--- src/inc/sdsr_pkg.sv ---
// package: register map, field layout, reset values and state codes of the diagnostic bank
// What this block does
// - status bit 15 mirrors alert pin feedback
// - alert driven but pin high sets bit 14
// - serial out mismatch while driving sets bit 13
// - failed link check sets bit 12
// - wrong frame clock count sets bit 11
// - bits 10:8 report operating state code
// - over-voltage in active/standby sets bit 5
// - under-voltage in active/standby sets bit 4
// - per-source limit crossing flags in bits 3:0
// - read-only revision field at bits 5:4
// - bit 2 set disables link check
// - tally control: clear, fast, slow, stop
// - readback shows cycles counted since start
// - tally wraps at 16 bits, never saturates
// - bits 15:14 pick axis for gain
// - selected axis gain is value over 1024
// - summary code 2 when status flag set
package sdsr_pkg;
    localparam int unsigned DATA_W = 16;
    localparam int unsigned ADDR_W = 8;
    localparam logic [7:0] ADDR_FAULT_FLAGS = 8'h0E;
    localparam logic [7:0] ADDR_TEST_CFG = 8'h0F;
    localparam logic [7:0] ADDR_OSC_READBACK = 8'h10;
    localparam logic [7:0] ADDR_GAIN_CFG = 8'h11;
    // fault flag fields
    localparam int unsigned BIT_ALERT_LEVEL = 15;
    localparam int unsigned BIT_ALERT_DRIVE = 14;
    localparam int unsigned BIT_SDO_DRIVE = 13;
    localparam int unsigned BIT_CHECK_FAIL = 12;
    localparam int unsigned BIT_FRAME_ERR = 11;
    localparam int unsigned OPSTATE_LSB = 8;
    localparam int unsigned BIT_OVER_V = 5;
    localparam int unsigned BIT_UNDER_V = 4;
    localparam logic [15:0] FLAGS_CLR_ON_READ = 16'h783F;
    // test config fields
    localparam int unsigned REV_LSB = 4;
    localparam int unsigned BIT_CHECK_DIS = 2;
    localparam logic [15:0] TEST_CFG_FIXED = 16'h0040;
    localparam logic [1:0] TALLY_CLEAR = 2'h0;
    localparam logic [1:0] TALLY_FAST = 2'h1;
    localparam logic [1:0] TALLY_SLOW = 2'h2;
    localparam logic [1:0] TALLY_STOP = 2'h3;
    // gain config fields
    localparam int unsigned GAIN_SEL_LSB = 14;
    localparam int unsigned GAIN_W = 11;
    localparam int unsigned GAIN_SHIFT = 10;
    localparam logic [15:0] GAIN_CFG_RESET = 16'h0000;
    localparam logic [1:0] AXIS_NONE = 2'h0;
    localparam logic [1:0] AXIS_X = 2'h1;
    localparam logic [1:0] AXIS_Y = 2'h2;
    localparam logic [1:0] AXIS_Z = 2'h3;
    localparam logic [1:0] SUMMARY_SYS = 2'h2;
    localparam logic [1:0] SUMMARY_AFE = 2'h1;
    typedef enum logic [2:0] {
        ST_CONFIG, ST_STANDBY, ST_CONTINUOUS, ST_TRIGGERED,
        ST_DUTY_ACTIVE, ST_DUTY_SLEEP, ST_SLEEP, ST_UNUSED
    } sdsr_opstate_t;
endpackage

--- src/logic/sdsr_osc_tally.sv ---
// module: oscillator cycle tally driven by the tally control field
`timescale 1ns/1ps
`default_nettype none
module sdsr_osc_tally (
    input wire logic clk_in, // system clock
    input wire logic rst_n_in, // async reset, active low
    input wire logic ce_in, // clock enable
    input wire logic [1:0] ctl_in, // tally control
    input wire logic fast_tick_in, // one pulse per fast oscillator cycle
    input wire logic slow_tick_in, // one pulse per slow oscillator cycle
    output logic [15:0] count_out // tally value
);
    logic [1:0] ctl_prev;
    logic [1:0] next_ctl_prev;
    logic [15:0] next_count;
    logic tick;

    always_comb
    begin
        next_ctl_prev = ctl_in;
        tick = 1'b0;
        next_count = count_out;
        unique case (ctl_in)
            sdsr_pkg::TALLY_CLEAR: next_count = 16'h0000;
            sdsr_pkg::TALLY_FAST: tick = fast_tick_in;
            sdsr_pkg::TALLY_SLOW: tick = slow_tick_in;
            sdsr_pkg::TALLY_STOP: tick = 1'b0;
        endcase
        // a fresh start restarts from zero so the value is cycles since start
        if (ctl_in != ctl_prev && (ctl_in == sdsr_pkg::TALLY_FAST || ctl_in == sdsr_pkg::TALLY_SLOW))
        begin
            next_count = {15'h0000, tick};
        end
        else if (tick)
        begin
            next_count = 16'(count_out + 16'h0001);
        end
    end

    always_ff @(posedge clk_in or negedge rst_n_in)
    begin
        if (!rst_n_in)
        begin
            count_out <= 16'h0000;
            ctl_prev <= sdsr_pkg::TALLY_CLEAR;
        end
        else if (ce_in)
        begin
            count_out <= next_count;
            ctl_prev <= next_ctl_prev;
        end
    end
endmodule // sdsr_osc_tally
`default_nettype wire

--- src/logic/sdsr_gain_apply.sv ---
// module: scales one signed axis sample by gain/1024 with saturation
`timescale 1ns/1ps
`default_nettype none
module sdsr_gain_apply (
    input wire logic clk_in, // system clock
    input wire logic rst_n_in, // async reset, active low
    input wire logic ce_in, // clock enable
    input wire logic enable_in, // this axis is selected
    input wire logic [10:0] gain_in, // gain, 1024 is unity
    input wire logic signed [15:0] sample_in, // raw axis sample
    output logic signed [15:0] sample_out // corrected sample, registered
);
    logic signed [27:0] product;
    logic signed [17:0] scaled;
    logic signed [15:0] next_sample;

    always_comb
    begin
        // widen both operands first so the product never wraps inside the multiply
        product = 28'(sample_in) * 28'($signed({1'b0, gain_in}));
        scaled = 18'(product >>> sdsr_pkg::GAIN_SHIFT);
        // gain up to 2 can overflow 16 bits, so clamp instead of wrapping
        if (scaled > 18'sh07FFF)
        begin
            next_sample = 16'sh7FFF;
        end
        else if (scaled < -18'sh08000)
        begin
            next_sample = -16'sh8000;
        end
        else
        begin
            next_sample = scaled[15:0];
        end
        if (!enable_in)
        begin
            next_sample = sample_in;
        end
    end

    always_ff @(posedge clk_in or negedge rst_n_in)
    begin
        if (!rst_n_in)
        begin
            sample_out <= 16'sh0000;
        end
        else if (ce_in)
        begin
            sample_out <= next_sample;
        end
    end
endmodule // sdsr_gain_apply
`default_nettype wire

--- src/logic/sdsr_regs.sv ---
// module: fault flags, test configuration, oscillator readback and gain correction registers
`timescale 1ns/1ps
`default_nettype none
module sdsr_regs #(
    parameter logic [1:0] SILICON_REVISION = 2'h0 // arbitrary value, set per die
) (
    input wire logic CLK_IN, // 100 MHz system clock
    input wire logic RST_N_IN, // async reset, active low
    input wire logic CE_IN, // clock enable, freezes all state when low
    input wire logic REG_RD_IN, // register read strobe
    input wire logic REG_WR_IN, // register write strobe
    input wire logic [7:0] REG_ADDR_IN, // register address
    input wire logic [15:0] REG_WDATA_IN, // write data
    output logic [15:0] REG_RDATA_OUT, // read data
    output logic REG_RVALID_OUT, // read data valid pulse
    input wire logic ALERT_REQ_IN, // device wants alert asserted
    input wire logic ALERT_PIN_IN, // alert pin feedback
    output logic ALERT_OUT, // alert pin drive value (always low)
    output logic ALERT_OE_OUT, // alert pin drive enable
    input wire logic SDO_DRIVE_IN, // serial out being driven
    input wire logic SDO_VALUE_IN, // value driven on serial out
    input wire logic SDO_PIN_IN, // serial out pin feedback
    input wire logic CHECK_FAIL_IN, // link check failed, pulse
    input wire logic FRAME_ERR_IN, // bad frame clock count, pulse
    input wire logic [2:0] OPSTATE_IN, // present operating state
    input wire logic OVER_V_IN, // supply over-voltage detected
    input wire logic UNDER_V_IN, // supply under-voltage detected
    input wire logic [3:0] LIMIT_CROSS_IN, // temp, z, y, x limit crossings
    input wire logic AFE_FLAG_IN, // front end status has a flag set
    input wire logic FAST_OSC_TICK_IN, // fast oscillator cycle pulse
    input wire logic SLOW_OSC_TICK_IN, // slow oscillator cycle pulse
    input wire logic [15:0] X_IN, // raw x sample
    input wire logic [15:0] Y_IN, // raw y sample
    input wire logic [15:0] Z_IN, // raw z sample
    output logic [15:0] X_OUT, // gain-corrected x
    output logic [15:0] Y_OUT, // gain-corrected y
    output logic [15:0] Z_OUT, // gain-corrected z
    output logic LINK_CHECK_EN_OUT, // link check enabled
    output logic [1:0] ALERT_SUMMARY_OUT // alert source summary code
);
    // ==========================================================
    // state
    logic [15:0] flags;
    logic [15:0] next_flags;
    logic [2:0] opstate;
    logic [2:0] next_opstate;
    logic alert_level;
    logic next_alert_level;
    logic check_dis;
    logic next_check_dis;
    logic [1:0] tally_ctl;
    logic [1:0] next_tally_ctl;
    logic [15:0] gain_cfg;
    logic [15:0] next_gain_cfg;
    logic [15:0] next_rdata;
    logic next_rvalid;
    logic next_alert_oe;
    logic [1:0] next_summary;
    logic [15:0] tally;
    logic [15:0] raised;
    logic flag_rd;
    logic supply_watch;
    logic [15:0] test_cfg_view;
    logic [15:0] flags_view;

    function automatic logic hit(input logic [7:0] a, input logic [7:0] target);
        hit = (a == target);
    endfunction

    // ==========================================================
    // fault and status flags
    always_comb
    begin
        supply_watch = (OPSTATE_IN == 3'(sdsr_pkg::ST_STANDBY))
            || (OPSTATE_IN == 3'(sdsr_pkg::ST_CONTINUOUS))
            || (OPSTATE_IN == 3'(sdsr_pkg::ST_TRIGGERED))
            || (OPSTATE_IN == 3'(sdsr_pkg::ST_DUTY_ACTIVE));
        raised = 16'h0000;
        // pin still high one cycle after drive began means the pull-down failed
        raised[sdsr_pkg::BIT_ALERT_DRIVE] = ALERT_OE_OUT & ALERT_PIN_IN;
        raised[sdsr_pkg::BIT_SDO_DRIVE] = SDO_DRIVE_IN & (SDO_VALUE_IN != SDO_PIN_IN);
        raised[sdsr_pkg::BIT_CHECK_FAIL] = CHECK_FAIL_IN & ~check_dis;
        raised[sdsr_pkg::BIT_FRAME_ERR] = FRAME_ERR_IN;
        raised[sdsr_pkg::BIT_OVER_V] = OVER_V_IN & supply_watch;
        raised[sdsr_pkg::BIT_UNDER_V] = UNDER_V_IN & supply_watch;
        raised[3:0] = LIMIT_CROSS_IN;
        flag_rd = REG_RD_IN && hit(REG_ADDR_IN, sdsr_pkg::ADDR_FAULT_FLAGS);
        next_flags = flags;
        if (flag_rd)
        begin
            next_flags = flags & ~sdsr_pkg::FLAGS_CLR_ON_READ;
        end
        // a new event in the read cycle survives the clear
        next_flags = (next_flags | raised) & sdsr_pkg::FLAGS_CLR_ON_READ;
        next_opstate = OPSTATE_IN;
        next_alert_level = ALERT_PIN_IN;
        next_alert_oe = ALERT_REQ_IN;
        next_summary = 2'h0;
        if (|flags)
        begin
            next_summary = next_summary | sdsr_pkg::SUMMARY_SYS;
        end
        if (AFE_FLAG_IN)
        begin
            next_summary = next_summary | sdsr_pkg::SUMMARY_AFE;
        end
    end

    always_ff @(posedge CLK_IN or negedge RST_N_IN)
    begin
        if (!RST_N_IN)
        begin
            flags <= 16'h0000;
            opstate <= 3'h0;
            alert_level <= 1'b0;
            ALERT_OE_OUT <= 1'b0;
            ALERT_OUT <= 1'b0;
            ALERT_SUMMARY_OUT <= 2'h0;
        end
        else if (CE_IN)
        begin
            flags <= next_flags;
            opstate <= next_opstate;
            alert_level <= next_alert_level;
            ALERT_OE_OUT <= next_alert_oe;
            ALERT_OUT <= 1'b0;
            ALERT_SUMMARY_OUT <= next_summary;
        end
    end

    // ==========================================================
    // configuration writes and read port
    always_comb
    begin
        flags_view = flags;
        flags_view[sdsr_pkg::BIT_ALERT_LEVEL] = alert_level;
        flags_view[10:8] = opstate;
        test_cfg_view = sdsr_pkg::TEST_CFG_FIXED;
        test_cfg_view[5:4] = SILICON_REVISION;
        test_cfg_view[sdsr_pkg::BIT_CHECK_DIS] = check_dis;
        test_cfg_view[1:0] = tally_ctl;
        next_check_dis = check_dis;
        next_tally_ctl = tally_ctl;
        next_gain_cfg = gain_cfg;
        // only writable fields are taken; revision and reserved bits are ignored
        if (REG_WR_IN && hit(REG_ADDR_IN, sdsr_pkg::ADDR_TEST_CFG))
        begin
            next_check_dis = REG_WDATA_IN[sdsr_pkg::BIT_CHECK_DIS];
            next_tally_ctl = REG_WDATA_IN[1:0];
        end
        if (REG_WR_IN && hit(REG_ADDR_IN, sdsr_pkg::ADDR_GAIN_CFG))
        begin
            next_gain_cfg = REG_WDATA_IN & 16'hC7FF;
        end
        next_rvalid = REG_RD_IN;
        next_rdata = 16'h0000;
        if (REG_RD_IN)
        begin
            unique case (REG_ADDR_IN)
                sdsr_pkg::ADDR_FAULT_FLAGS: next_rdata = flags_view;
                sdsr_pkg::ADDR_TEST_CFG: next_rdata = test_cfg_view;
                sdsr_pkg::ADDR_OSC_READBACK: next_rdata = tally;
                sdsr_pkg::ADDR_GAIN_CFG: next_rdata = gain_cfg;
                default: next_rdata = 16'h0000;
            endcase
        end
    end

    always_ff @(posedge CLK_IN or negedge RST_N_IN)
    begin
        if (!RST_N_IN)
        begin
            check_dis <= 1'b0;
            tally_ctl <= sdsr_pkg::TALLY_CLEAR;
            gain_cfg <= sdsr_pkg::GAIN_CFG_RESET;
            REG_RDATA_OUT <= 16'h0000;
            REG_RVALID_OUT <= 1'b0;
            LINK_CHECK_EN_OUT <= 1'b1;
        end
        else if (CE_IN)
        begin
            check_dis <= next_check_dis;
            tally_ctl <= next_tally_ctl;
            gain_cfg <= next_gain_cfg;
            REG_RDATA_OUT <= next_rdata;
            REG_RVALID_OUT <= next_rvalid;
            LINK_CHECK_EN_OUT <= ~next_check_dis;
        end
    end

    // ==========================================================
    // oscillator tally and gain correction
    sdsr_osc_tally u_tally (
        .clk_in(CLK_IN),
        .rst_n_in(RST_N_IN),
        .ce_in(CE_IN),
        .ctl_in(tally_ctl),
        .fast_tick_in(FAST_OSC_TICK_IN),
        .slow_tick_in(SLOW_OSC_TICK_IN),
        .count_out(tally)
    );

    sdsr_gain_apply u_gain_x (
        .clk_in(CLK_IN),
        .rst_n_in(RST_N_IN),
        .ce_in(CE_IN),
        .enable_in(gain_cfg[15:14] == sdsr_pkg::AXIS_X),
        .gain_in(gain_cfg[10:0]),
        .sample_in(X_IN),
        .sample_out(X_OUT)
    );

    sdsr_gain_apply u_gain_y (
        .clk_in(CLK_IN),
        .rst_n_in(RST_N_IN),
        .ce_in(CE_IN),
        .enable_in(gain_cfg[15:14] == sdsr_pkg::AXIS_Y),
        .gain_in(gain_cfg[10:0]),
        .sample_in(Y_IN),
        .sample_out(Y_OUT)
    );

    sdsr_gain_apply u_gain_z (
        .clk_in(CLK_IN),
        .rst_n_in(RST_N_IN),
        .ce_in(CE_IN),
        .enable_in(gain_cfg[15:14] == sdsr_pkg::AXIS_Z),
        .gain_in(gain_cfg[10:0]),
        .sample_in(Z_IN),
        .sample_out(Z_OUT)
    );
endmodule // sdsr_regs
`default_nettype wire

--- config.mk ---
export PLATFORM = sky130hd
export DESIGN_NAME = sdsr_regs
export DESIGN_NICKNAME = d
export VERILOG_FILES = /design/src/inc/sdsr_pkg.sv /design/src/logic/sdsr_osc_tally.sv /design/src/logic/sdsr_gain_apply.sv /design/src/logic/sdsr_regs.sv
export SDC_FILE = /design/constraint.sdc
export NUM_CORES = 2
export LEC_CHECK = 0
export BUFFER_PORTS_ARGS = -buffer_cell sky130_fd_sc_hd__buf_4
export CORE_ASPECT_RATIO = 0.75
export CORE_UTILIZATION = 30
export CTS_CLUSTER_DIAMETER = 200
export DETAILED_ROUTE_END_ITERATION = 16
export GPL_ROUTABILITY_DRIVEN = 0
export PLACE_DENSITY = 0.46
export SLEW_MARGIN = 20
export SYNTH_ARGS = -nofsm -noshare
export SYNTH_HDL_FRONTEND = slang
export SYNTH_SLANG_ARGS = --single-unit
export TNS_END_PERCENT = 5
--- constraint.sdc ---
create_clock -name CLK_IN -period 17.84 [get_ports CLK_IN]
set_input_delay 0.892 -clock CLK_IN [delete_from_list [all_inputs] [get_ports CLK_IN]]
set_output_delay 0.892 -clock CLK_IN [all_outputs]
set_load 0.01 [all_outputs]
* Word-level counts from Yosys, hierarchy flattened
Cells that the tools add are included.
** Cells by class
- $lt $le $gt $ge :: 6
- Multipliers :: 3
- Reductions and logical operators :: 14
- Muxes and demuxes :: 19
- Bitwise logic cells :: 8
- Equal/unequal tests :: 15
- Add/subtract/negate cells :: 1
** Operator list (count)
- 16-bit 2-to-1 mux :: 13
- 16-bit by 12-bit multiplier with 28-bit output :: 3
- 16-bit one-hot mux with 4 select lines :: 1
- 18-bit by 16-bit > comparator with 1-bit output, second input constant :: 3
- 18-bit by 16-bit less-than comparator with 1-bit output, second input constant :: 3
- 16-bit by 1-bit adder with 16-bit output, second input constant :: 1
- 8-bit by 4-bit == test with 1-bit output, second input constant :: 2
- 8-bit by 5-bit == test with 1-bit output, second input constant :: 2
- 15-bit 2-to-1 mux :: 1
- 15-bit bitwise OR :: 1
- 10-bit OR reduction :: 1
- 2-bit == test, second input constant :: 3
- 3-bit by 2-bit == test with 1-bit output, second input constant :: 2
- 2-bit AND reduction :: 3
- 1-bit AND :: 5
- 2-bit by 1-bit == test with 1-bit output, second input constant :: 2
- 1-bit logical AND :: 4
- 1-bit logical OR :: 4
- 3-bit by 1-bit == test with 1-bit output, second input constant :: 1
- 3-bit == test, second input constant :: 1
- 3-bit nonzero test :: 1
- 2-bit zero test :: 1
- 1-bit 2-to-1 mux :: 2
- 2-bit 2-to-1 mux :: 1
- 4 further kinds :: 5
** Storage, ports and cells
- Register bits :: 117
- Logic and storage cells :: 82

* Logic depth before layout (Yosys ltp)
- Depth in word-level cells :: 6
- Gate-level depth with buffers :: 27

* Hierarchy
A second synthesis with hierarchy kept.
** Second synthesis, totals
- Cell total of the unflattened synthesis :: 2893
- Area total of the unflattened synthesis :: 25660.9 sq um
** Modules (own cells, without submodules)
- sdsr_gain_apply at u_gain_x :: area an instance 7414.6 sq um, sequential area each 400.4 sq um, cells an instance 874, instances 1
- sdsr_gain_apply at u_gain_y :: area an instance 7374.6 sq um, sequential area each 400.4 sq um, cells an instance 862, instances 1
- sdsr_gain_apply at u_gain_z :: area an instance 7269.5 sq um, sequential area each 400.4 sq um, cells an instance 840, instances 1
- sdsr_regs :: area an instance 2454.9 sq um, sequential area each 1277.5 sq um, cells an instance 192, instances 1
- sdsr_osc_tally :: area an instance 1147.4 sq um, sequential area each 450.4 sq um, cells an instance 125, instances 1

* Least setup slack after synthesis
OpenSTA, ideal clock, no wires.
- Path kind :: input to register
- Start :: input Y_IN[7]
- End :: register u_gain_y.sample_out[1]
- Stages :: 23
- Required time :: 17.719 ns
- Buffers on the path :: 3
- Library setup time :: 0.121 ns
- Data arrival time :: 6.426 ns
- Slack :: 11.293 ns
- Path through :: clkbuf_1 > nand2_1 > fa_1 > fa_1 > fa_1 > inv_1 > fa_1 > inv_1 > fa_1 > inv_1 > ha_1 > and3_1 > and3_1 > a32o_1 > a211o_1 > a21o_1 > o221ai_2 > o221ai_1 > or2_2 > clkbuf_1 > buf_2 > a21oi_1 > nor2_1
** On the way
- Cells in the longest elaborated chain, start to end :: 5
- Elaborated cells between the ends (all ways) :: 6
** Ends and longest elaborated chain
- start: declaration :: RTL line sdsr_regs.sv:33 : input wire logic [15:0] Y_IN,
- 16-bit by 12-bit multiplier with 28-bit output * :: RTL line sdsr_gain_apply.sv:20 : product = 28'(sample_in) * 28'($signed({1'b0, gain_in}));
- 18-bit by 16-bit less-than comparator with 1-bit output :: RTL line sdsr_gain_apply.sv:27 : else if (scaled < -18'sh08000)
- 16-bit 2-to-1 mux :: RTL line sdsr_gain_apply.sv:27
- 16-bit 2-to-1 mux * :: RTL line sdsr_gain_apply.sv:23 : if (scaled > 18'sh07FFF)
- 16-bit 2-to-1 mux * :: RTL line sdsr_gain_apply.sv:35 : if (!enable_in)
- end signal: assignment :: RTL line sdsr_gain_apply.sv:49 : sample_out <= next_sample;
- end: declaration :: RTL line sdsr_gain_apply.sv:11 : output logic signed [15:0] sample_out
Every way passes the cells marked *; elsewhere a longest branch is shown, timed or not.
A chain may end at the register's enable or synchronous reset.

* Worst setup path after layout
- Start :: register gain_cfg[3]
- End :: register u_gain_z.sample_out[13]
** On the way
- Cells in the longest elaborated chain, start to end :: 5
- Elaborated cells between the ends (all ways) :: 6
** Ends and longest elaborated chain
- start: declaration :: RTL line sdsr_regs.sv:53 : logic [15:0] gain_cfg;
- start signal: assignment :: RTL line sdsr_regs.sv:175 : gain_cfg <= sdsr_pkg::GAIN_CFG_RESET;
- start signal: assignment :: RTL line sdsr_regs.sv:184 : gain_cfg <= next_gain_cfg;
- 16-bit by 12-bit multiplier with 28-bit output * :: RTL line sdsr_gain_apply.sv:20
- 18-bit by 16-bit less-than comparator with 1-bit output :: RTL line sdsr_gain_apply.sv:27
- 16-bit 2-to-1 mux :: RTL line sdsr_gain_apply.sv:27
- 16-bit 2-to-1 mux * :: RTL line sdsr_gain_apply.sv:23
- 16-bit 2-to-1 mux * :: RTL line sdsr_gain_apply.sv:35
- end signal: assignment :: RTL line sdsr_gain_apply.sv:49
- end: declaration :: RTL line sdsr_gain_apply.sv:11
Marked as above.

==> qor.csv <==
metric;value;unit
finalCritPeriodShare;40.0;%
syn_area;0.0246;mm²
hold_path_class;in2async;
grt_max_degree;76;
ys_seq_area_share;11.9;%
wl_per_cell;16.8;µm
critPathRequiredTime;18.24;ns
synthDominantCellAreaShare;39.1;%
numCtsBuffers;17;
fmax;140;MHz
synthArstFlopShare;100;%
clk_path_buf_depth;2;
die_w;332;µm
ys_top_cells_by_count;inv_1 (683), fa_1 (480), nand2_1 (441);
syn2layout_area_growth;10.9;%
hold_viol;0;
synth_ff_type;dfrtp_1;
clkTransAtPathRegs;0.07;ns
startpoint;gain_cfg[3];
antenna_found_initial;1;
place_inst;3898;
diodes;0;
syn_inst;2805;
clockRootBuffer;clkbuf_16;
cts-htree-levels;4;
hold_ws;0.365;ns
die_area;0.0830;mm²
core-area;0.0807;mm²
filler_cell_count;8392;
io_pins;166;
synth_top_cell_by_area;fa_1;
maxSlewViolCount;0;
synth_cell_types;71;
syn_area_per_cell;8.76;µm²
grt_pass1_vias;19900;
clock_latency;0.47;ns
ctsResizeCount;0;
ys_seq_elements;117;
crit_type;reg2reg;
worst_pin_slew;1.03;ns
fin_cells;3930;
crit_fanout;49;
total_leakage_power;14.4;nW
dr.pass1.iters;5;
totalWireLength;65800;µm
dr.first_iter.drc_count;774;
cap_violations;0;
endpoint;u_gain_z.sample_out[13];
clock-sinks;117;
grt_pass1_wl;109000;µm
grt_overflow;0;
status;complete, no violations;
viasPerCell;4.66;
relSlewSlack;31.0;%
final_nets;3613;
synth.net_count;3559;
ff2ff_path_depth;21;
numPortBuffers;161;
cp-end-kind;register;
crit_path_start_kind;register;
grt_usage;16.6;%
placed_area;0.0267;mm²
place_ws;10.68;ns
report.final.setup_viol;0;
finalCriticalPeriod;7.13;ns
fin_skew;0.0142;ns
tritoncts;built;
initial_core_util;30.4;%
reg2reg_from;gain_cfg[3];
r2r_slack;10.71;ns
hpwl;51300;µm
rsz0062_at_grt;no;
vias;18300;
yosysMostFrequentCell;inv_1;
layout-drive-gt1-share;9.12;%
post_cts_buffers;0;
worstPathArrival;7.53;ns
power.total;0.987;mW
design_area;0.0273;mm²
final_core_util;33.8;%
die_h;250;µm
drtAntennaViolNets;0;
ys_warn_count;0;
ctsHoldBuffers;0;
setup_ws;10.71;ns
peakVddDrop;0.0740;mV
synth_top_cells_by_area;fa_1 (39%), dfrtp_1 (12%), inv_1 (10%), ha_1 (9.1%), nand2_1 (6.7%);
worstReg2RegEnd;u_gain_z.sample_out[13];
power_density;36.2;mW/mm²
synth_edf_count;0;
num_rows;90;
fin_setup_tns;0;ns
drc;0;
kinds of logic after synthesis:
family	after synthesis	synth area share, %
other	1	0.0153
buffers and inverters	826	12.7
xor gates and xnor gates	87	3.10
AOI/OAI and AO/OA	300	8.17
DFF	117	11.9
and+or+nand+nor	782	14.3
adders and majority gates	658	48.2
muxes	34	1.55
layout by cell type (no fill, tap or decap), types with 9 or more instances in the layout:
master and n:
fa_1 480, and2_1 148, clkbuf_16 17, o2bb2ai_1 13
nand3_1 18, buf_4 175, ha_1 178, nor2_1 103
dfrtp_1 107, a22oi_1 14, a21oi_1 100, o22ai_1 41
xnor2_1 47, a31oi_1 10, inv_1 683, a21o_1 22
mux2_2 32, nand2_1 441, nand4_1 11, o21ai_0 25
and3_1 13, nand2b_1 11, xor2_1 40, dfrtp_2 9
power breakdown:
group	internal, mW	switching, mW	total [mW]
sequential	0.278	0.0108	0.289
combinational	0.134	0.215	0.350
clock	0.194	0.153	0.348
total	0.607	0.380	0.987
routing by layer:
metal  GRT usage (%)  part of all wire [%]
met3            1.62                   3.0
met2            27.7                    49
met1            23.2                    47
met4            3.77                   1.4
met5               0                     0
state kept, by name, summed over array words and instances, names as in the netlist, 3 cells and up:
name / cells
u_gain_x.sample_out: 16
opstate: 3
REG_RDATA_OUT: 16
flags: 10
u_gain_z.sample_out: 16
u_gain_y.sample_out: 16
u_tally.count_out: 16
gain_cfg: 13
cell type report:
| class | count | area [µm²] | share of cell area (%) |
|---|---|---|---|
| inverter | 684 | 2570 | 9.42 |
| multi-input combinational | 1862 | 18500 | 67.9 |
| clock buffer | 17 | 425 | 1.56 |
| sequential | 117 | 2940 | 10.8 |
| timing repair buffer | 177 | 1340 | 4.90 |
| clock inverter | 15 | 144 | 0.528 |
| tap | 1058 | 1320 | 4.86 |
critical path, cell delays in order (launching register included):
cell      delay, ns
dfrtp_2        0.35
buf_4          0.58
nand2_1        0.28
fa_1           0.55
inv_1          0.05
fa_1           0.48
fa_1           0.53
fa_1           0.50
inv_1          0.05
fa_1           0.50
inv_1          0.05
ha_1           0.35
a21o_1         0.18
a21oi_1        0.22
o21ai_0        0.15
o41ai_1        0.53
o311ai_4       0.23
a21oi_1        0.30
a211oi_1       0.12
o41ai_4        0.77
a21oi_1        0.14
nor2_1         0.13
worst min-delay path by stage:
stage	start	end	slack, ns
CTS	RST_N_IN	gain_cfg[15]	0.34
finish	RST_N_IN	u_gain_x.sample_out[1]	0.36
global route	RST_N_IN	u_gain_x.sample_out[1]	0.38
detailed placement	REG_RDATA_OUT[13]	REG_RDATA_OUT[13]	0.49
floorplan	check_dis	flags[12]	0.47
global placement	REG_RVALID_OUT	REG_RVALID_OUT	0.49
Note: power is estimated with default switching activity, not from simulation.
